### src/perf_sel_pkg.sv
// package of event codes, unit masks and field widths for the event selector
//
// Behaviour
// - CBH/10H counts retired loads missing translation buffer
// - faulting loads never count as misses
// - only cacheable loads, never software prefetch loads
// - precise sample records next instruction address
// - CCH/01H counts first packed-int after float
// - CCH/02H counts first float after packed-int
// - CDH/00H counts empty-state assists changing stack
// - CEH/00H counts retired packed-register instructions
// - CFH/00H counts retired saturating packed instructions
// - D2H/01H counts reorder read-port stall cycles
// - persisting read-port stall counts every retry cycle
// - D2H/02H counts partial-register extra latency cycles
// - D2H/04H counts flag stall cycles
// - partial flag stall needs subset write, unmodified read
// - D2H/08H status-word write adds two
// - D2H/0FH counts any of four stall kinds
package perf_sel_pkg;
    localparam int EVT_W   = 8;
    localparam int MASK_W  = 8;
    localparam int CNT_W   = 48;
    localparam int ADDR_W  = 48;
    localparam int FLAG_W  = 8;
    localparam int INC_W   = 2;

    localparam logic [EVT_W-1:0]  EVT_LOAD_RET   = 8'hCB;
    localparam logic [EVT_W-1:0]  EVT_FP_TRANS   = 8'hCC;
    localparam logic [EVT_W-1:0]  EVT_ASSIST     = 8'hCD;
    localparam logic [EVT_W-1:0]  EVT_PACKED_RET = 8'hCE;
    localparam logic [EVT_W-1:0]  EVT_SAT_RET    = 8'hCF;
    localparam logic [EVT_W-1:0]  EVT_ALLOC_STL  = 8'hD2;

    localparam logic [MASK_W-1:0] UM_NONE        = 8'h00;
    localparam logic [MASK_W-1:0] UM_XLAT_MISS   = 8'h10;
    localparam logic [MASK_W-1:0] UM_TO_PACKED   = 8'h01;
    localparam logic [MASK_W-1:0] UM_TO_FLOAT    = 8'h02;
    localparam logic [MASK_W-1:0] UM_READ_PORT   = 8'h01;
    localparam logic [MASK_W-1:0] UM_PARTIAL     = 8'h02;
    localparam logic [MASK_W-1:0] UM_FLAGS       = 8'h04;
    localparam logic [MASK_W-1:0] UM_STATUS_WR   = 8'h08;
    localparam logic [MASK_W-1:0] UM_ANY_STALL   = 8'h0F;

    localparam logic [INC_W-1:0]  INC_ZERO       = 2'h0;
    localparam logic [INC_W-1:0]  INC_ONE        = 2'h1;
    localparam logic [INC_W-1:0]  INC_STATUS_WR  = 2'h2;
    localparam logic [CNT_W-1:0]  CNT_RESET      = 48'h0000_0000_0000;
    localparam logic [ADDR_W-1:0] ADDR_RESET     = 48'h0000_0000_0000;

    // last execution domain seen, for transition events
    typedef enum logic [1:0] {
        DOM_FLOAT  = 2'b01,
        DOM_PACKED = 2'b10
    } exec_dom_t;
endpackage : perf_sel_pkg

### src/perf_flag_stall.sv
// partial flag stall qualifier
`timescale 1ns/1ps
module perf_flag_stall (
    input  wire logic                            ref_clk,
    input  wire logic                            rst,
    input  wire logic                            flag_write,
    input  wire logic [perf_sel_pkg::FLAG_W-1:0] flag_write_mask,
    input  wire logic                            flag_read,
    input  wire logic [perf_sel_pkg::FLAG_W-1:0] flag_read_mask,
    input  wire logic                            flag_other_stall,
    output logic                                 flag_stall_hit
);
    logic [perf_sel_pkg::FLAG_W-1:0] untouched;
    logic                            partial_pending;

    ////////////////////////////////////////////////////////////////
    // remember which flags the last flag writer left alone; a full write clears it
    always_ff @(posedge ref_clk) begin
        if (rst) begin
            untouched       <= '0;
            partial_pending <= 1'b0;
        end else if (flag_write) begin
            untouched       <= ~flag_write_mask;
            partial_pending <= (flag_write_mask != '0) && (~flag_write_mask != '0);
        end else if (flag_read) begin
            partial_pending <= 1'b0;  // only the next flag reader can be hit
        end
    end

    // a partial stall is possible only when the reader wants a flag left unmodified
    assign flag_stall_hit = flag_other_stall
        || (flag_read && partial_pending && ((flag_read_mask & untouched) != '0));
endmodule : perf_flag_stall

### src/perf_transition.sv
// float and packed-integer transition detector
`timescale 1ns/1ps
module perf_transition (
    input  wire logic ref_clk,
    input  wire logic rst,
    input  wire logic float_instr,
    input  wire logic packed_instr,
    output logic      to_packed,
    output logic      to_float
);
    perf_sel_pkg::exec_dom_t last_dom;

    ////////////////////////////////////////////////////////////////
    // float is assumed after reset, so the first packed op counts as a transition
    always_ff @(posedge ref_clk) begin
        if (rst) begin
            last_dom <= perf_sel_pkg::DOM_FLOAT;
        end else if (packed_instr) begin
            last_dom <= perf_sel_pkg::DOM_PACKED;
        end else if (float_instr) begin
            last_dom <= perf_sel_pkg::DOM_FLOAT;
        end
    end

    assign to_packed = packed_instr && (last_dom == perf_sel_pkg::DOM_FLOAT);
    assign to_float  = float_instr && !packed_instr
                       && (last_dom == perf_sel_pkg::DOM_PACKED);
endmodule : perf_transition

### src/perf_event_select_decode.sv
// event selection and counting for one performance counter
`timescale 1ns/1ps
module perf_event_select_decode (
    input  wire logic                            ref_clk,
    input  wire logic                            rst,
    input  wire logic [perf_sel_pkg::EVT_W-1:0]  event_code,
    input  wire logic [perf_sel_pkg::MASK_W-1:0] unit_mask,
    input  wire logic                            precise_en,
    input  wire logic                            load_retired,
    input  wire logic                            load_xlat_miss,
    input  wire logic                            load_fault,
    input  wire logic                            load_cacheable,
    input  wire logic                            load_sw_prefetch,
    input  wire logic [perf_sel_pkg::ADDR_W-1:0] next_instr_addr,
    input  wire logic                            float_instr,
    input  wire logic                            packed_instr,
    input  wire logic                            empty_state_exec,
    input  wire logic                            empty_state_changed,
    input  wire logic                            packed_reg_retired,
    input  wire logic                            saturating_retired,
    input  wire logic                            read_port_stall,
    input  wire logic                            partial_reg_stall,
    input  wire logic                            flag_write,
    input  wire logic [perf_sel_pkg::FLAG_W-1:0] flag_write_mask,
    input  wire logic                            flag_read,
    input  wire logic [perf_sel_pkg::FLAG_W-1:0] flag_read_mask,
    input  wire logic                            flag_other_stall,
    input  wire logic                            status_word_write,
    output logic [perf_sel_pkg::CNT_W-1:0]       event_count,
    output logic                                 sample_valid,
    output logic [perf_sel_pkg::ADDR_W-1:0]      sample_addr,
    output logic                                 select_valid
);
    logic                            to_packed;
    logic                            to_float;
    logic                            flag_stall_hit;
    logic                            retired_load_xlat_miss;
    logic [perf_sel_pkg::INC_W-1:0]  next_inc;
    logic                            next_valid;

    // compare programmed code and mask to one encoding
    function automatic logic sel_is(
        input logic [perf_sel_pkg::EVT_W-1:0]  code,
        input logic [perf_sel_pkg::MASK_W-1:0] mask,
        input logic [perf_sel_pkg::EVT_W-1:0]  want_code,
        input logic [perf_sel_pkg::MASK_W-1:0] want_mask
    );
        return (code == want_code) && (mask == want_mask);
    endfunction : sel_is

    // one count for a true event, none otherwise
    function automatic logic [perf_sel_pkg::INC_W-1:0] one_if(input logic hit);
        return hit ? perf_sel_pkg::INC_ONE : perf_sel_pkg::INC_ZERO;
    endfunction : one_if

    ////////////////////////////////////////////////////////////////
    // helper detectors
    perf_transition u_transition (
        .ref_clk      (ref_clk),
        .rst          (rst),
        .float_instr  (float_instr),
        .packed_instr (packed_instr),
        .to_packed    (to_packed),
        .to_float     (to_float)
    );

    perf_flag_stall u_flag_stall (
        .ref_clk          (ref_clk),
        .rst              (rst),
        .flag_write       (flag_write),
        .flag_write_mask  (flag_write_mask),
        .flag_read        (flag_read),
        .flag_read_mask   (flag_read_mask),
        .flag_other_stall (flag_other_stall),
        .flag_stall_hit   (flag_stall_hit)
    );

    ////////////////////////////////////////////////////////////////
    // qualified load miss: faults, uncacheable and prefetch loads never count
    assign retired_load_xlat_miss = load_retired && load_xlat_miss
                                    && !load_fault
                                    && load_cacheable && !load_sw_prefetch;

    // increment select; stall events are levels so each stalled cycle counts
    always_comb begin
        next_inc   = perf_sel_pkg::INC_ZERO;
        next_valid = 1'b1;
        if (sel_is(event_code, unit_mask, perf_sel_pkg::EVT_LOAD_RET,
                   perf_sel_pkg::UM_XLAT_MISS)) begin
            next_inc = one_if(retired_load_xlat_miss);
        end else if (sel_is(event_code, unit_mask, perf_sel_pkg::EVT_FP_TRANS,
                            perf_sel_pkg::UM_TO_PACKED)) begin
            next_inc = one_if(to_packed);
        end else if (sel_is(event_code, unit_mask, perf_sel_pkg::EVT_FP_TRANS,
                            perf_sel_pkg::UM_TO_FLOAT)) begin
            next_inc = one_if(to_float);
        end else if (sel_is(event_code, unit_mask, perf_sel_pkg::EVT_ASSIST,
                            perf_sel_pkg::UM_NONE)) begin
            next_inc = one_if(empty_state_exec && empty_state_changed);
        end else if (sel_is(event_code, unit_mask, perf_sel_pkg::EVT_PACKED_RET,
                            perf_sel_pkg::UM_NONE)) begin
            next_inc = one_if(packed_reg_retired);
        end else if (sel_is(event_code, unit_mask, perf_sel_pkg::EVT_SAT_RET,
                            perf_sel_pkg::UM_NONE)) begin
            next_inc = one_if(saturating_retired);
        end else if (sel_is(event_code, unit_mask, perf_sel_pkg::EVT_ALLOC_STL,
                            perf_sel_pkg::UM_READ_PORT)) begin
            next_inc = one_if(read_port_stall);
        end else if (sel_is(event_code, unit_mask, perf_sel_pkg::EVT_ALLOC_STL,
                            perf_sel_pkg::UM_PARTIAL)) begin
            next_inc = one_if(partial_reg_stall);
        end else if (sel_is(event_code, unit_mask, perf_sel_pkg::EVT_ALLOC_STL,
                            perf_sel_pkg::UM_FLAGS)) begin
            next_inc = one_if(flag_stall_hit);
        end else if (sel_is(event_code, unit_mask, perf_sel_pkg::EVT_ALLOC_STL,
                            perf_sel_pkg::UM_STATUS_WR)) begin
            // two per write, so software halves the count to get writes
            next_inc = status_word_write ? perf_sel_pkg::INC_STATUS_WR
                                         : perf_sel_pkg::INC_ZERO;
        end else if (sel_is(event_code, unit_mask, perf_sel_pkg::EVT_ALLOC_STL,
                            perf_sel_pkg::UM_ANY_STALL)) begin
            // one per cycle however many stall kinds coincide
            next_inc = one_if(read_port_stall || partial_reg_stall
                              || flag_stall_hit || status_word_write);
        end else begin
            next_valid = 1'b0;
        end
    end

    assign select_valid = next_valid;

    ////////////////////////////////////////////////////////////////
    // counter; wraps silently, overflow handling lives elsewhere
    always_ff @(posedge ref_clk) begin
        if (rst) begin
            event_count <= perf_sel_pkg::CNT_RESET;
        end else if (next_valid) begin
            event_count <= event_count + perf_sel_pkg::CNT_W'(next_inc);
        end
    end

    ////////////////////////////////////////////////////////////////
    // precise sample of the load-miss event: the address after the culprit
    always_ff @(posedge ref_clk) begin
        if (rst) begin
            sample_valid <= 1'b0;
            sample_addr  <= perf_sel_pkg::ADDR_RESET;
        end else begin
            sample_valid <= 1'b0;
            if (precise_en && retired_load_xlat_miss
                && sel_is(event_code, unit_mask, perf_sel_pkg::EVT_LOAD_RET,
                          perf_sel_pkg::UM_XLAT_MISS)) begin
                sample_valid <= 1'b1;
                sample_addr  <= next_instr_addr;
            end
        end
    end
endmodule : perf_event_select_decode

### config.mk
export PLATFORM = sky130hd
export DESIGN_NAME = perf_event_select_decode
export DESIGN_NICKNAME = d
export VERILOG_FILES = /design/src/perf_sel_pkg.sv /design/src/perf_flag_stall.sv /design/src/perf_transition.sv /design/src/perf_event_select_decode.sv
export SDC_FILE = /design/constraint.sdc
export NUM_CORES = 1
export LEC_CHECK = 0
export BUFFER_PORTS_ARGS = -buffer_cell sky130_fd_sc_hd__buf_2
export CAP_MARGIN = 10
export CORE_ASPECT_RATIO = 1.75
export CORE_UTILIZATION = 35
export DETAILED_ROUTE_END_ITERATION = 10
export GPL_TIMING_DRIVEN = 0
export REMOVE_ABC_BUFFERS = 1
export SYNTH_ARGS = -nofsm -noshare
export SYNTH_HDL_FRONTEND = slang
export SYNTH_SLANG_ARGS = --single-unit
### constraint.sdc
create_clock -name ref_clk -period 4.2 [get_ports ref_clk]
set_input_delay 0.63 -clock ref_clk [delete_from_list [all_inputs] [get_ports ref_clk]]
set_output_delay 0.63 -clock ref_clk [all_outputs]
set_load 0.02 [all_outputs]
### After elaboration in Yosys (flattened, before gate mapping)

Index checks and enable logic that the tools add are counted.

| word-level totals | value |
|---|---|
| memories | 0 |
| word-level logic and storage cells | 98 |
| output and inout bits | 98 |
| bits in read-only memories | 0 |
| register bits after elaboration | 108 |
| input bits | 100 |
| latch bits | 0 |
| bits in writable memories | 0 |

| cells by class | value |
|---|---|
| bitwise gates (word level) | 2 |
| multiply operators | 0 |
| reduce and logical (&&, ||, !) cells | 37 |
| $lt $le $gt $ge | 0 |
| add/subtract/negate cells | 1 |
| div/mod/pow operators | 0 |
| muxes and demuxes | 38 |
| equal/unequal tests | 14 |
| shift operators | 0 |

Operators with widths:

| cell | number |
|---|---|
| $add A48 B2 Y48 | 1 |
| $eq A8 B8 Y1 const B | 6 |
| $mux W2 | 13 |
| $mux W1 | 25 |
| $logic_and A1 B1 Y1 | 24 |
| $reduce_bool A8 Y1 | 3 |
| $eq A8 B4 Y1 const B | 2 |
| $and A8 B8 Y8 | 1 |
| $eq A8 B1 Y1 const B | 1 |
| $eq A8 B2 Y1 const B | 1 |
| $eq A8 B3 Y1 const B | 1 |
| $eq A8 B5 Y1 const B | 1 |
| $logic_not A8 Y1 | 1 |
| $not A8 Y8 | 1 |
| $logic_or A1 B1 Y1 | 4 |
| $reduce_bool A2 Y1 | 2 |
| $logic_not A1 Y1 | 3 |
| $eq A2 B1 Y1 const B | 1 |
| $eq A2 B2 Y1 const B | 1 |

### Longest topological paths before layout

Gate-level depths: netlist of run 1.

| logic depth | value |
|---|---|
| word-level depth | 19 |
| depth in mapped cells | 15 |
| gate-level depth less buffers | 13 |

### Hierarchy

Synthesis of run 1 repeated with hierarchy kept, for this count alone.

| second synthesis, totals | value |
|---|---|
| cell total of the unflattened synthesis | 654 |
| area total of the unflattened synthesis | 5263.8 sq um |

Modules (own cells, without submodules):

| module | cells an instance | times used | area an instance (sq um) |
|---|---|---|---|
| perf_event_select_decode | 602 | 1 | 4769.6 |
| perf_flag_stall | 43 | 1 | 399.1 |
| perf_transition | 9 | 1 | 95.1 |

### Least setup slack after synthesis of run 1

Ideal clock, no wire load.

| path | value |
|---|---|
| path type | input -> register |
| from | input port unit_mask[2] (netlist bit) |
| to | register event_count[34] (netlist bit) |
| setup slack | 0.260 ns |
| arrival | 3.870 ns |
| cell stages on the path | 15 |
| path buffers | 2 |
| path through | buf_6 or3_1 or4_1 a2111oi_0 a41oi_1 o21a_1 o21ai_0 ha_1 inv_1 fa_1 inv_1 o311ai_2 buf_2 or4_1 a21oi_1 |

| between the ends | value |
|---|---|
| word-level cells in the longest chain between the ends | 14 |
| elaborated cells between the ends (all ways) | 41 |

RTL lines:

| what | RTL line | source |
|---|---|---|
| from (decl) | perf_event_select_decode.sv:7 | `input wire logic [perf_sel_pkg::MASK_W-1:0] unit_mask,` |
| $eq A8 B4 Y1 | perf_event_select_decode.sv:48 | `return (code == want_code) && (mask == want_mask);` |
| $logic_and A1 B1 Y1 | perf_event_select_decode.sv:48 |  |
| $mux W1 | perf_event_select_decode.sv:120 | `end else if (sel_is(event_code, unit_mask, perf_sel_pkg::EVT_ALLOC_STL,` |
| $mux W2 | perf_event_select_decode.sv:115 | `end else if (sel_is(event_code, unit_mask, perf_sel_pkg::EVT_ALLOC_STL,` |
| $mux W2 | perf_event_select_decode.sv:112 | `end else if (sel_is(event_code, unit_mask, perf_sel_pkg::EVT_ALLOC_STL,` |
| $mux W2 | perf_event_select_decode.sv:109 | `end else if (sel_is(event_code, unit_mask, perf_sel_pkg::EVT_ALLOC_STL,` |
| $mux W2 | perf_event_select_decode.sv:106 | `end else if (sel_is(event_code, unit_mask, perf_sel_pkg::EVT_ALLOC_STL,` |
| $mux W2 | perf_event_select_decode.sv:103 | `end else if (sel_is(event_code, unit_mask, perf_sel_pkg::EVT_SAT_RET,` |
| $mux W2 | perf_event_select_decode.sv:100 | `end else if (sel_is(event_code, unit_mask, perf_sel_pkg::EVT_PACKED_RET,` |
| $mux W2 | perf_event_select_decode.sv:97 | `end else if (sel_is(event_code, unit_mask, perf_sel_pkg::EVT_ASSIST,` |
| $mux W2 | perf_event_select_decode.sv:94 | `end else if (sel_is(event_code, unit_mask, perf_sel_pkg::EVT_FP_TRANS,` |
| $mux W2 | perf_event_select_decode.sv:91 | `end else if (sel_is(event_code, unit_mask, perf_sel_pkg::EVT_FP_TRANS,` |
| $mux W2 | perf_event_select_decode.sv:88 | `if (sel_is(event_code, unit_mask, perf_sel_pkg::EVT_LOAD_RET,` |
| $add A48 B2 Y48 | perf_event_select_decode.sv:138 | `event_count <= event_count + perf_sel_pkg::CNT_W'(next_inc);` |
| to (signal assigned) | perf_event_select_decode.sv:136 | `event_count <= perf_sel_pkg::CNT_RESET;` |
| to (signal assigned) | perf_event_select_decode.sv:138 |  |
| to (decl) | perf_event_select_decode.sv:29 | `output logic [perf_sel_pkg::CNT_W-1:0] event_count,` |

Parallel ways exist; a longest one is shown, timed or not.
A chain may end at the register's enable or synchronous reset.

### Final worst setup path of run 1

| path | value |
|---|---|
| from | input port unit_mask[4] (netlist bit) |
| to | register event_count[40] (netlist bit) |

Same word-level chain as after synthesis.

==> results of run 1 <==
-- cells in the mapped netlist, types with 3 or more instances --
master,n
a21oi_1,95
nor3_1,6
inv_1,18
or3_1,28
and3_1,6
nand3_1,21
nand2_1,118
dfxtp_1,108
o21a_1,3
o21ai_0,33
a22oi_1,4
o31ai_1,18
or2_2,3
nor4b_1,3
nor2b_1,8
nand4_1,16
a211oi_1,9
nor4_1,4
clkbuf_1,31
or4_1,20
nor2_1,27
buf_2,3
o311ai_1,3
and2_1,3
-- cells in the final DEF, fill, tap and decap left out, types with 2 or more instances in the layout --
cell type | netlist | routed
and4_1 | 2 | 2
nor4_1 | 4 | 4
nor3_1 | 6 | 6
clkinv_4 | 0 | 3
nor4_2 | 2 | 2
or2_2 | 3 | 3
o21a_1 | 3 | 3
nor4b_1 | 3 | 3
or4_4 | 2 | 3
nand4_1 | 16 | 16
buf_2 | 3 | 196
and3_1 | 6 | 5
nor3b_1 | 2 | 2
buf_12 | 0 | 3
or3_1 | 28 | 28
inv_1 | 18 | 17
o21ai_0 | 33 | 32
nor2_1 | 27 | 27
or4_1 | 20 | 19
o311ai_2 | 2 | 2
buf_4 | 0 | 8
nand2_1 | 118 | 118
a211oi_1 | 9 | 9
nand3_1 | 21 | 20
nor2b_1 | 8 | 8
a22oi_1 | 4 | 4
clkbuf_16 | 0 | 9
nand3b_1 | 2 | 2
nor4bb_1 | 2 | 2
dfxtp_1 | 108 | 108
a21oi_1 | 95 | 94
o31ai_1 | 18 | 18
o311ai_4 | 0 | 3
and2_1 | 3 | 3
-- worst max-delay path, stage by stage --
cell and delay [ns]:
buf_2 0.13, or4_4 0.58, or4_4 0.47, a2111oi_4 0.31, a41oi_2 0.10, o21a_1 0.19
o21ai_1 0.15, ha_2 0.21, inv_1 0.05, fa_1 0.41, inv_2 0.15, o311ai_4 0.13
buf_6 0.18, buf_4 0.14, or3_1 0.36, a21oi_2 0.15
-- layout make-up --
cell class / count / area, sq um / area share, %
multi-input combinational: 468 / 2710 / 41.2
sequential: 108 / 2160 / 32.9
timing repair buffer: 209 / 1130 / 17.2
clock buffer: 11 / 243 / 3.69
tap: 177 / 221 / 3.37
inverter: 18 / 67.6 / 1.03
clock inverter: 5 / 45.0 / 0.685
-- power breakdown --
part / internal (mW) / total (mW) / leakage [nW] / switching, mW
Sequential: 1.03 / 1.03 / 0.872 / 0.00399
Clock: 0.427 / 0.819 / 0.138 / 0.392
Combinational: 0.0523 / 0.116 / 1.52 / 0.0639
Total: 1.51 / 1.97 / 2.53 / 0.460
-- layer usage --
layer,vias up,global-route usage (%),part of all wire [%]
met2,205,38.1,52
met3,30,3.90,5.5
met4,0,10.7,3.3
met1,2458,21.9,39
li1,2663,-,-
met5,-,0,0
-- kinds of logic (layout without fill, tap and decap cells) --
| group | count (synthesis) | after routing | synth area share [%] |
|---|---|---|---|
| DFF | 108 | 108 | 43.4 |
| muxes | 2 | 2 | 0.427 |
| adders and majority gates | 3 | 3 | 0.905 |
| and+or+nand+nor | 281 | 281 | 29.1 |
| buffers and inverters | 55 | 243 | 4.37 |
| AOI/OAI and AO/OA | 180 | 181 | 21.6 |
| xor gates and xnor gates | 1 | 1 | 0.176 |
-- state kept, by name, summed over array words and instances (netlist names) --
name / cells
event_count: 48
sample_addr: 48
u_flag_stall.untouched: 8
u_transition.last_dom: 2
sample_valid: 1
u_flag_stall.partial_pending: 1
-- final timing paths --
path / slack [ns] / endpoint
worst max-delay path: 0.11 / event_count[40]
worst min-delay path: 0.45 / sample_addr[26]
worst max register to register: 0.75 / event_count[40]
worst min register to register: 0.45 / sample_addr[26]
-- per-stage QoR --
stage	area, sq um	cells	util [%]	setup TNS (ns)
5_1_grt	6570	996	47.3	-0.00953
6_report	6570	996	47.3	0
4_1_cts	6540	995	47.0	0
3_3_place_gp	6030	967	43.4	-18.64
3_5_place_dp	6150	972	44.2	-11.51
2_1_floorplan	4830	593	-	0
-- timing repair --
item / 4_1_cts / 5_1_grt
buffers inserted: 6 / 1
cloned: 1 / 0
endpoints found under the setup margin: 20 / 15
resized for setup: 6 / 4
pin swaps: 0 / 0
==> results.sh, run 1 <==
export IMPL_ys_types=57
export IMPL_fillers=1399
export IMPL_synthArstFlopShare_pct=0
export IMPL_synthToLayoutAreaGrowth_pct=32.1
export IMPL_yosysWarnings=0
export IMPL_cp_start_kind="input port"
export IMPL_grt_util_all_layers_pct=20.7
export IMPL_cts_sinks=108
export IMPL_synth_top_area_cell="dfxtp_1"
export IMPL_rows=57
export IMPL_startpoint="unit_mask[4]"
export IMPL_antenna_left=0
export IMPL_max_cap_violations=0
export IMPL_slew_violations=0
export IMPL_netlist_area_sq_um=4980
export IMPL_place_hpwl_mm=11.1
export IMPL_final_net_count=917
export IMPL_whs_ns=0.450
export IMPL_outcome="finished clean"
export IMPL_tritoncts="yes"
export IMPL_start_util_pct=35.8
export IMPL_buffer_ports_inserted=197
export IMPL_cts_hold_buffers=0
export IMPL_hold_viol_final=0
export IMPL_cts_buffers=9
export IMPL_fin_crit_sh_pct=97.4
export IMPL_finClkSkew_ns=0.0110
export IMPL_grt_max_degree=56
export IMPL_synth_seq_area_share_pct=43.4
export IMPL_synthFlopType="dfxtp_1"
export IMPL_cts_root_buf="clkbuf_16"
export IMPL_syn_inst=630
export IMPL_rr_startpoint="u_transition.last_dom[0]"
export IMPL_grt_pass1_wl_mm=24.5
export IMPL_hp_start="sample_addr[26]"
export IMPL_die_x_um=92.1
export IMPL_clkTransAtPathRegs_ns=0.08
export IMPL_num_vias=5356
export IMPL_drive_gt1_share_pct=30.4
export IMPL_setup_viol=0
export IMPL_drc=0
export IMPL_dieHeight_um=160
export IMPL_gp_congestion=0.869
export IMPL_critPathCaptureType="flip-flop"
export IMPL_dr_pass1_iters=5
export IMPL_reg2regPathDepth=15
export IMPL_holdPathStages=2
export IMPL_worst_slack_ns=0.108
export IMPL_core_sq_um=13900
export IMPL_synth_edf_count=0
export IMPL_ir_drop_uv=175
export IMPL_fmax_ghz=0.244
export IMPL_netlist_area_leader_share_pct=43.4
export IMPL_finalPower_mw=1.97
export IMPL_dieArea_sq_um=14700
export IMPL_min_path_type="flip-flop to flip-flop"
export IMPL_fin_crit_ns=4.09
export IMPL_wl_mm=15.4
export IMPL_ios=198
export IMPL_synth_avg_cell_area_sq_um=7.90
export IMPL_power_density_nw_per_um2=300
export IMPL_power_leakage_nw=2.53
export IMPL_worstPathRequired_ns=4.48
export IMPL_drt_vias_per_instance=5.38
export IMPL_critPathMaxFanout=6
export IMPL_relSlewSlack_pct=35.8
export IMPL_antenna_found_initial=0
export IMPL_synth_area_leaders="dfxtp_1 43%, a21oi_1 9.6%, nand2_1 8.9%"
export IMPL_grt_pass1_vias=5046
export IMPL_synth_seq_cells=108
export IMPL_diodes=0
export IMPL_clockBufferDepth=2
export IMPL_h_tree_depth=3
export IMPL_gr_total_overflow=0
export IMPL_dp_slack_ns=-0.669
export IMPL_avgRoutedWirePerCell_um=15.5
export IMPL_insertion_delay_ns=0.35
export IMPL_worst_ep_arrival_time_ns=4.37
export IMPL_drt_initial_drc_count=184
export IMPL_worst_slew_pin_transition_ns=0.956
export IMPL_worstSetupPathType="input port to flip-flop"
(Power assumes the default switching activity.)
==> inputs of run 2 (changes only) <==
CELL_PAD_IN_SITES_DETAIL_PLACEMENT = 1   (was unset)
CELL_PAD_IN_SITES_GLOBAL_PLACEMENT = 2   (was unset)
CORE_UTILIZATION = 24   (was 35)
PLACE_DENSITY_LB_ADDON = 0.1   (was unset)
SKIP_LAST_GASP = 1   (was unset)
SYNTH_HIERARCHICAL = 1   (was unset)
==> run 2 against run 1 <==
  * Via count down 1.4%
  * Critical path depth down 2
  * Synthesized area up 5.8%
  * Highest routed layer unchanged
  * Flip-flop and latch count unchanged
  * First-iteration DRC count up 9.8%
  * Hold slack better by 0.0031 ns
  * Largest power group unchanged
==> results.sh, run 2 <==
export IMPL_fin_crit_sh_pct=93.0
export IMPL_setup_viol=0
export IMPL_whs_ns=0.453
export IMPL_cts_buffers=9
export IMPL_wl_mm=17.8
export IMPL_grt_pass1_wl_mm=28.6
export IMPL_drt_initial_drc_count=202
export IMPL_diodes=0
export IMPL_final_net_count=928
export IMPL_relSlewSlack_pct=35.1
export IMPL_finalPower_mw=2.06
export IMPL_synth_seq_area_share_pct=41.1
export IMPL_critPathMaxFanout=11
export IMPL_dieArea_sq_um=22600
export IMPL_hold_viol_final=0
export IMPL_p_sw_uw=501
export IMPL_critPathCaptureType="flip-flop"
export IMPL_num_vias=5281
export IMPL_synthToLayoutAreaGrowth_pct=30.6
export IMPL_cts_sinks=108
export IMPL_postCtsSetupBuffers=0
export IMPL_insertion_delay_ns=0.36
export IMPL_synth_seq_cells=108
export IMPL_rows=71
export IMPL_outcome="finished clean"
export IMPL_max_cap_violations=0
export IMPL_grt_pass1_vias=5479
export IMPL_mostFrequentLayoutCells="196 x buf_2, 121 x nand2_1, 108 x dfxtp_1"
export IMPL_h_tree_depth=3
export IMPL_layout_commonest_cell="buf_2"
export IMPL_antenna_found_initial=0
export IMPL_worst_slew_pin_transition_ns=0.973
export IMPL_synth_avg_cell_area_sq_um=8.05
export IMPL_drive_gt1_share_pct=32.9
export IMPL_place_hpwl_mm=13.1
export IMPL_fin_crit_ns=3.91
export IMPL_dr_pass1_iters=4
export IMPL_seqPwrFrac_pct=50.2
export IMPL_synthArstFlopShare_pct=0
export IMPL_finClkSkew_ns=0.0114
export IMPL_rsz0062_at_grt="no"
export IMPL_buffer_ports_inserted=197
export IMPL_drc=0
export IMPL_p_int_mw=1.56
export IMPL_slowest_stage="or4_1"
export IMPL_min_path_type="flip-flop to flip-flop"
export IMPL_start_util_pct=24.5
export IMPL_cp_start_kind="input port"
export IMPL_combPwrFrac_pct=6.1
export IMPL_drt_vias_per_instance=4.71
export IMPL_worstSetupPathType="input port to flip-flop"
export IMPL_ir_drop_uv=162
export IMPL_worst_ep_arrival_time_ns=4.21
export IMPL_syn_inst=654
export IMPL_synth_common_cells="121 x nand2_1, 108 x dfxtp_1, 65 x nor2_1, 52 x a21oi_1, 50 x nor2b_1"
export IMPL_tritoncts="yes"
export IMPL_yosysMostFrequentCell="nand2_1"
export IMPL_avgRoutedWirePerCell_um=15.9
export IMPL_pwr_share_clk_pct=43.7
export IMPL_cts_root_buf="clkbuf_16"
export IMPL_synthFlopType="dfxtp_1"
export IMPL_netlist_area_leader_share_pct=41.1
export IMPL_gr_total_overflow=0
export IMPL_grt_max_degree=128
export IMPL_ios=198
export IMPL_fmax_ghz=0.256
export IMPL_synth_edf_count=0
export IMPL_die_x_um=114
export IMPL_grt_util_all_layers_pct=16.2
export IMPL_power_density_nw_per_um2=300
export IMPL_fin_setup_tns_ns=0
export IMPL_yosysWarnings=6
export IMPL_reg_top3="event_count (48), sample_addr (48), u_flag_stall/untouched (8)"
export IMPL_antenna_left=0
export IMPL_critPathMaxStageDelay_ns=0.62
export IMPL_synth_area_leaders="dfxtp_1 41%, nand2_1 8.6%, mux2_2 8.1%"
export IMPL_crit_chain="buf_2 > nor4b_2 > and4_1 > nand3_1 > o22ai_1 > a221oi_1 > a311oi_1 > ha_1 > a21o_1 > and2_4 > nand2_1 > or4_1 > or4_1 > nand2_1"
export IMPL_worstPathRequired_ns=4.51
export IMPL_slew_violations=0
export IMPL_ys_types=54
export IMPL_clockBufferDepth=2
export IMPL_power_leakage_nw=2.88
export IMPL_gp_congestion=0.723
export IMPL_core_sq_um=21500
export IMPL_sw_frac_of_total_pct=24.3
export IMPL_post_route_util_pct=32.0
export IMPL_synth_top_area_cell="dfxtp_1"
export IMPL_cts_hold_buffers=0
export IMPL_clkTransAtPathRegs_ns=0.08
export IMPL_netlist_area_sq_um=5260
export IMPL_dieHeight_um=198
## run 2: cell types whose count changed after synthesis, sizes merged, moves of 20 or more
cell   change
nor2b     +42
o21ai     -20
or3       -25
nor2      +39
a21oi     -43
mux2      +41
## run 2: stage by stage
stage          setup WS, ns  area, sq um  std cells
5_1_grt              0.0267         6870       1122
2_1_floorplan         0.512         5060        612
4_1_cts              0.0138         6850       1122
3_5_place_dp         -0.606         6540       1106
3_3_place_gp         -0.513         6410       1101
6_report              0.293         6870       1122
## run 2: routing by layer
layer  share of wire, %  GRT usage, %  vias to the layer above
li1                   -             -                     2608
met1                 39          17.3                     2541
met2                 55          31.5                      120
met3                4.5          3.06                       12
met4                1.2          4.86                        0
met5                  0             0                        -
## run 2: critical path, delay by kind of cell
kind	cells	cell delay (ns)
AO/OA/AOI/OAI	4	0.74
AND/OR/NAND/NOR	8	2.43
adder cells (fa/ha/maj)	1	0.25
buffers and inverters	1	0.16
## run 2: timing repair
action	CTS	global route
cloned	0	0
resized for setup	2	4
endpoints found under the setup margin	15	14
hold endpoints to repair	0	0
## run 2: power by group through the flow
stage | Combinational [mW] | Sequential [mW] | Clock, mW
5_1_grt | 0.141 | 1.04 | 0.985
6_report | 0.126 | 1.03 | 0.900
3_3_place_gp | 0.121 | 1.06 | 0
2_1_floorplan | 0.0353 | 1.06 | 0
3_5_place_dp | 0.127 | 1.06 | 0
4_1_cts | 0.128 | 1.03 | 0.948
## run 2: logic make-up after synthesis
logic type               share of synthesized area, %
buffers and inverters                            4.49
AND/OR/NAND/NOR                                  33.8
AO/OA/AOI/OAI                                    10.0
adder cells (fa/ha/maj)                         0.856
XOR/XNOR                                        0.166
flip-flops                                       41.1
multiplexers                                     9.56
## run 2: cell type report
| type | count | area (sq um) |
|---|---|---|
| fill | 2667 | 14600 |
| multi-input combinational | 495 | 2910 |
| sequential | 108 | 2160 |
| timing repair buffer | 202 | 1100 |
| tap | 292 | 365 |
| clock buffer | 9 | 225 |
| clock inverter | 7 | 80.1 |
| inverter | 9 | 33.8 |
## run 2: path summary, 6_finish.rpt
check	to	from	slack (ns)	cells past startpoint
hold / removal	sample_addr[1]	sample_addr[1]	0.45	2
hold reg to reg	sample_addr[1]	sample_addr[1]	0.45	2
setup reg to reg	event_count[41]	u_flag_stall/untouched[1]	0.33	16
setup / recovery	event_count[41]	unit_mask[2]	0.29	14
==> inputs of run 3 (changes only) <==
ABC_AREA = 1   (was unset)
==> run 3 against run 2 <==
  * Routed wire length increased by 30%
  * Synthesized cell count grew 34%
  * First-iteration DRC count is 5.9% lower
  * Power down 1.0%
  * Core utilization shrank 0.87 points
  * Non-clock buffer count unchanged
  * Sequential power is essentially flat
  * Worst setup slack gained 0.13 ns
  * Critical endpoint is now event_count[36]
  * Via count rose by 23%
  * Largest power group unchanged
  * Synthesized area increased by 12%
  * Flip-flop and latch count did not move
  * Final cell count increased by 22%
==> results.sh, run 3 <==
export IMPL_buffer_ports_inserted=197
export IMPL_synthToLayoutAreaGrowth_pct=26.9
export IMPL_critPathMaxFanout=7
export IMPL_insertion_delay_ns=0.37
export IMPL_combPwrFrac_pct=5.8
export IMPL_synth_common_cells="183 x nor2_1, 153 x nand2_1, 108 x dfxtp_1, 71 x inv_1, 63 x o21ai_0"
export IMPL_setup_worst_path_end="event_count[36]"
export IMPL_r2r_slack_ns=0.62
export IMPL_worstPathRequired_ns=4.43
export IMPL_fillers=3104
export IMPL_startpoint="unit_mask[7]"
export IMPL_start_util_pct=24.5
export IMPL_relSlewSlack_pct=24.4
export IMPL_rr_startpoint="u_flag_stall/untouched[3]"
export IMPL_fin_crit_sh_pct=89.9
export IMPL_timing_rr_end="event_count[36]"
export IMPL_mostFrequentLayoutCells="197 x buf_2, 182 x nor2_1, 153 x nand2_1"
export IMPL_sw_frac_of_total_pct=26.4
export IMPL_drt_vias_per_instance=4.73
export IMPL_p_int_mw=1.50
export IMPL_ios=198
export IMPL_critPathCaptureType="flip-flop"
export IMPL_place_hpwl_mm=18.2
export IMPL_ys_types=40
export IMPL_synth_edf_count=0
export IMPL_drc=0
export IMPL_grt_max_degree=56
export IMPL_synth_top_area_cell="dfxtp_1"
export IMPL_outcome="finished clean"
export IMPL_synth_area_leaders="dfxtp_1 37%, nor2_1 12%, nand2_1 9.7%"
export IMPL_clkTransAtPathRegs_ns=0.08
export IMPL_slew_violations=0
export IMPL_dr_pass1_iters=4
export IMPL_yosysMostFrequentCell="nor2_1"
export IMPL_ir_drop_uv=164
export IMPL_synth_avg_cell_area_sq_um=6.72
export IMPL_power_density_nw_per_um2=272
export IMPL_dieHeight_um=210
export IMPL_layout_commonest_cell="buf_2"
export IMPL_max_cap_violations=0
export IMPL_drt_initial_drc_count=190
export IMPL_diodes=0
export IMPL_worst_ep_arrival_time_ns=4.00
export IMPL_avgRoutedWirePerCell_um=16.9
export IMPL_syn_inst=879
export IMPL_holdPathStages=2
export IMPL_min_path_type="input port to flip-flop"
export IMPL_synthFlopType="dfxtp_1"
export IMPL_cts_sinks=108
export IMPL_cts_root_buf="clkbuf_16"
export IMPL_pwr_share_clk_pct=43.5
export IMPL_finClkSkew_ns=0.00971
export IMPL_power_leakage_nw=3.40
export IMPL_reg_top3="event_count (48), sample_addr (48), u_flag_stall/untouched (8)"
export IMPL_gr_total_overflow=0
export IMPL_die_x_um=121
export IMPL_antenna_left=0
export IMPL_gp_congestion=0.779
export IMPL_drive_gt1_share_pct=25.5
export IMPL_synth_seq_area_share_pct=36.6
export IMPL_worstSetupPathType="input port to flip-flop"
export IMPL_synthArstFlopShare_pct=0
export IMPL_rsz0062_at_grt="no"
export IMPL_worst_slack_ns=0.425
export IMPL_core_sq_um=24100
export IMPL_clockBufferDepth=2
export IMPL_p_sw_uw=538
export IMPL_num_vias=6493
export IMPL_netlist_area_leader_share_pct=36.6
export IMPL_netlist_area_sq_um=5910
export IMPL_grt_pass1_wl_mm=36.7
export IMPL_grt_pass1_vias=6871
export IMPL_dieArea_sq_um=25300
export IMPL_final_net_count=1163
export IMPL_hold_viol_final=0
export IMPL_dp_slack_ns=-0.297
export IMPL_grt_util_all_layers_pct=19.0
export IMPL_reg2regPathDepth=28
export IMPL_h_tree_depth=3
export IMPL_yosysWarnings=6
export IMPL_fmax_ghz=0.265
export IMPL_worst_slew_pin_transition_ns=1.13
export IMPL_cts_buffers=9
export IMPL_fin_crit_ns=3.78
export IMPL_antenna_found_initial=0
export IMPL_tritoncts="yes"
export IMPL_seqPwrFrac_pct=50.7
export IMPL_setup_viol=0
export IMPL_synth_seq_cells=108
export IMPL_cp_start_kind="input port"
export IMPL_whs_ns=0.467
export IMPL_wl_mm=23.2
export IMPL_rows=75
-- run 3: cell types whose count changed in the layout (fill, tap and decap cells not counted), sizes merged, moves of 41 or more --
cell   previous run  this run
nand2           121       162
nor2             66       200
inv              13        83
nor2b            50         0
o21ai            13        75
mux2             42         0
-- run 3: worst max-delay path: stages --
cell and delay (ns):
buf_2 0.10, nor2_2 0.19, nand2_4 0.12, inv_1 0.22, nand3b_1 0.13, nand3_1 0.10
o21ai_0 0.08, nand2_1 0.10, nand2_1 0.06, nand2_1 0.05, nand2_1 0.05, nand2_1 0.05
nand2_1 0.05, a21oi_1 0.14, ha_1 0.24, fa_2 0.29, nand3_1 0.16, nor2_4 0.19
nand2_2 0.11, inv_2 0.09, nand3_2 0.08, nor4_2 0.19, nand2_2 0.13, nor2_4 0.17
nand2_1 0.09, xor2_1 0.14, nor2_1 0.05
-- run 3: per-layer routing --
layer  track usage (%)  share of wire, %  vias up
met4              7.75               3.0        0
met5                 0                 0        -
li1                  -                 -     3244
met2              36.5                55      163
met3              3.99               4.7       28
met1              19.3                37     3058
-- run 3: through the flow --
step	utilization (%)	TNS, ns	cell area (sq um)	total power, mW	instances
after floorplan	-	0	5740	1.10	847
after global routing	31.1	0	7500	2.13	1373
final	31.1	0	7500	2.04	1373
after detailed placement	29.8	-1.21	7180	1.18	1356
after global placement	29.5	-57.84	7110	1.18	1352
after CTS	31.0	0	7480	2.09	1372
-- run 3: worst min-delay path by stage --
stage | startpoint | endpoint | slack [ns]
finish | flag_write_mask[0] | u_flag_stall/untouched[0] | 0.47
CTS | flag_write_mask[0] | u_flag_stall/untouched[0] | 0.46
detailed placement | sample_addr[21] | sample_addr[21] | 0.48
floorplan | u_transition/last_dom[1] | u_transition/last_dom[1] | 0.46
global placement | event_count[44] | event_count[44] | 0.48
global route | flag_write_mask[5] | u_flag_stall/untouched[5] | 0.47
-- run 3: cells by family (layout without fill, tap and decap cells) --
family | count (synthesis) | in the layout | share of synthesized area, %
simple gates | 497 | 497 | 38.9
flops | 108 | 108 | 36.6
buf+inv | 112 | 298 | 8.07
fa+ha+maj | 3 | 3 | 0.762
xor+xnor | 27 | 27 | 4.00
compound gates | 132 | 132 | 11.7
-- run 3: power groups by stage --
| stage | Sequential (mW) | Clock, mW | Combinational, mW |
|---|---|---|---|
| finish | 1.03 | 0.886 | 0.119 |
| global route | 1.04 | 0.961 | 0.134 |
| CTS | 1.03 | 0.933 | 0.122 |
| detailed placement | 1.06 | 0 | 0.122 |
| global placement | 1.06 | 0 | 0.118 |
| floorplan | 1.06 | 0 | 0.0418 |
-- run 3: area by class of cell --
type	count	area, sq um	area share [%]
Multi-Input combinational cell	659	3280	43.7
Sequential cell	108	2160	28.8
Timing Repair Buffer	202	1080	14.4
Tap cell	308	385	5.14
Inverter	80	302	4.02
Clock buffer	9	225	3.00
Clock inverter	7	67.6	0.901
-- run 3: repair_timing --
action / CTS / global route
hold buffers: 0 / 0
setup buffers: 0 / 0
setup endpoints to repair: 0 / 6
resized for setup: 0 / 3
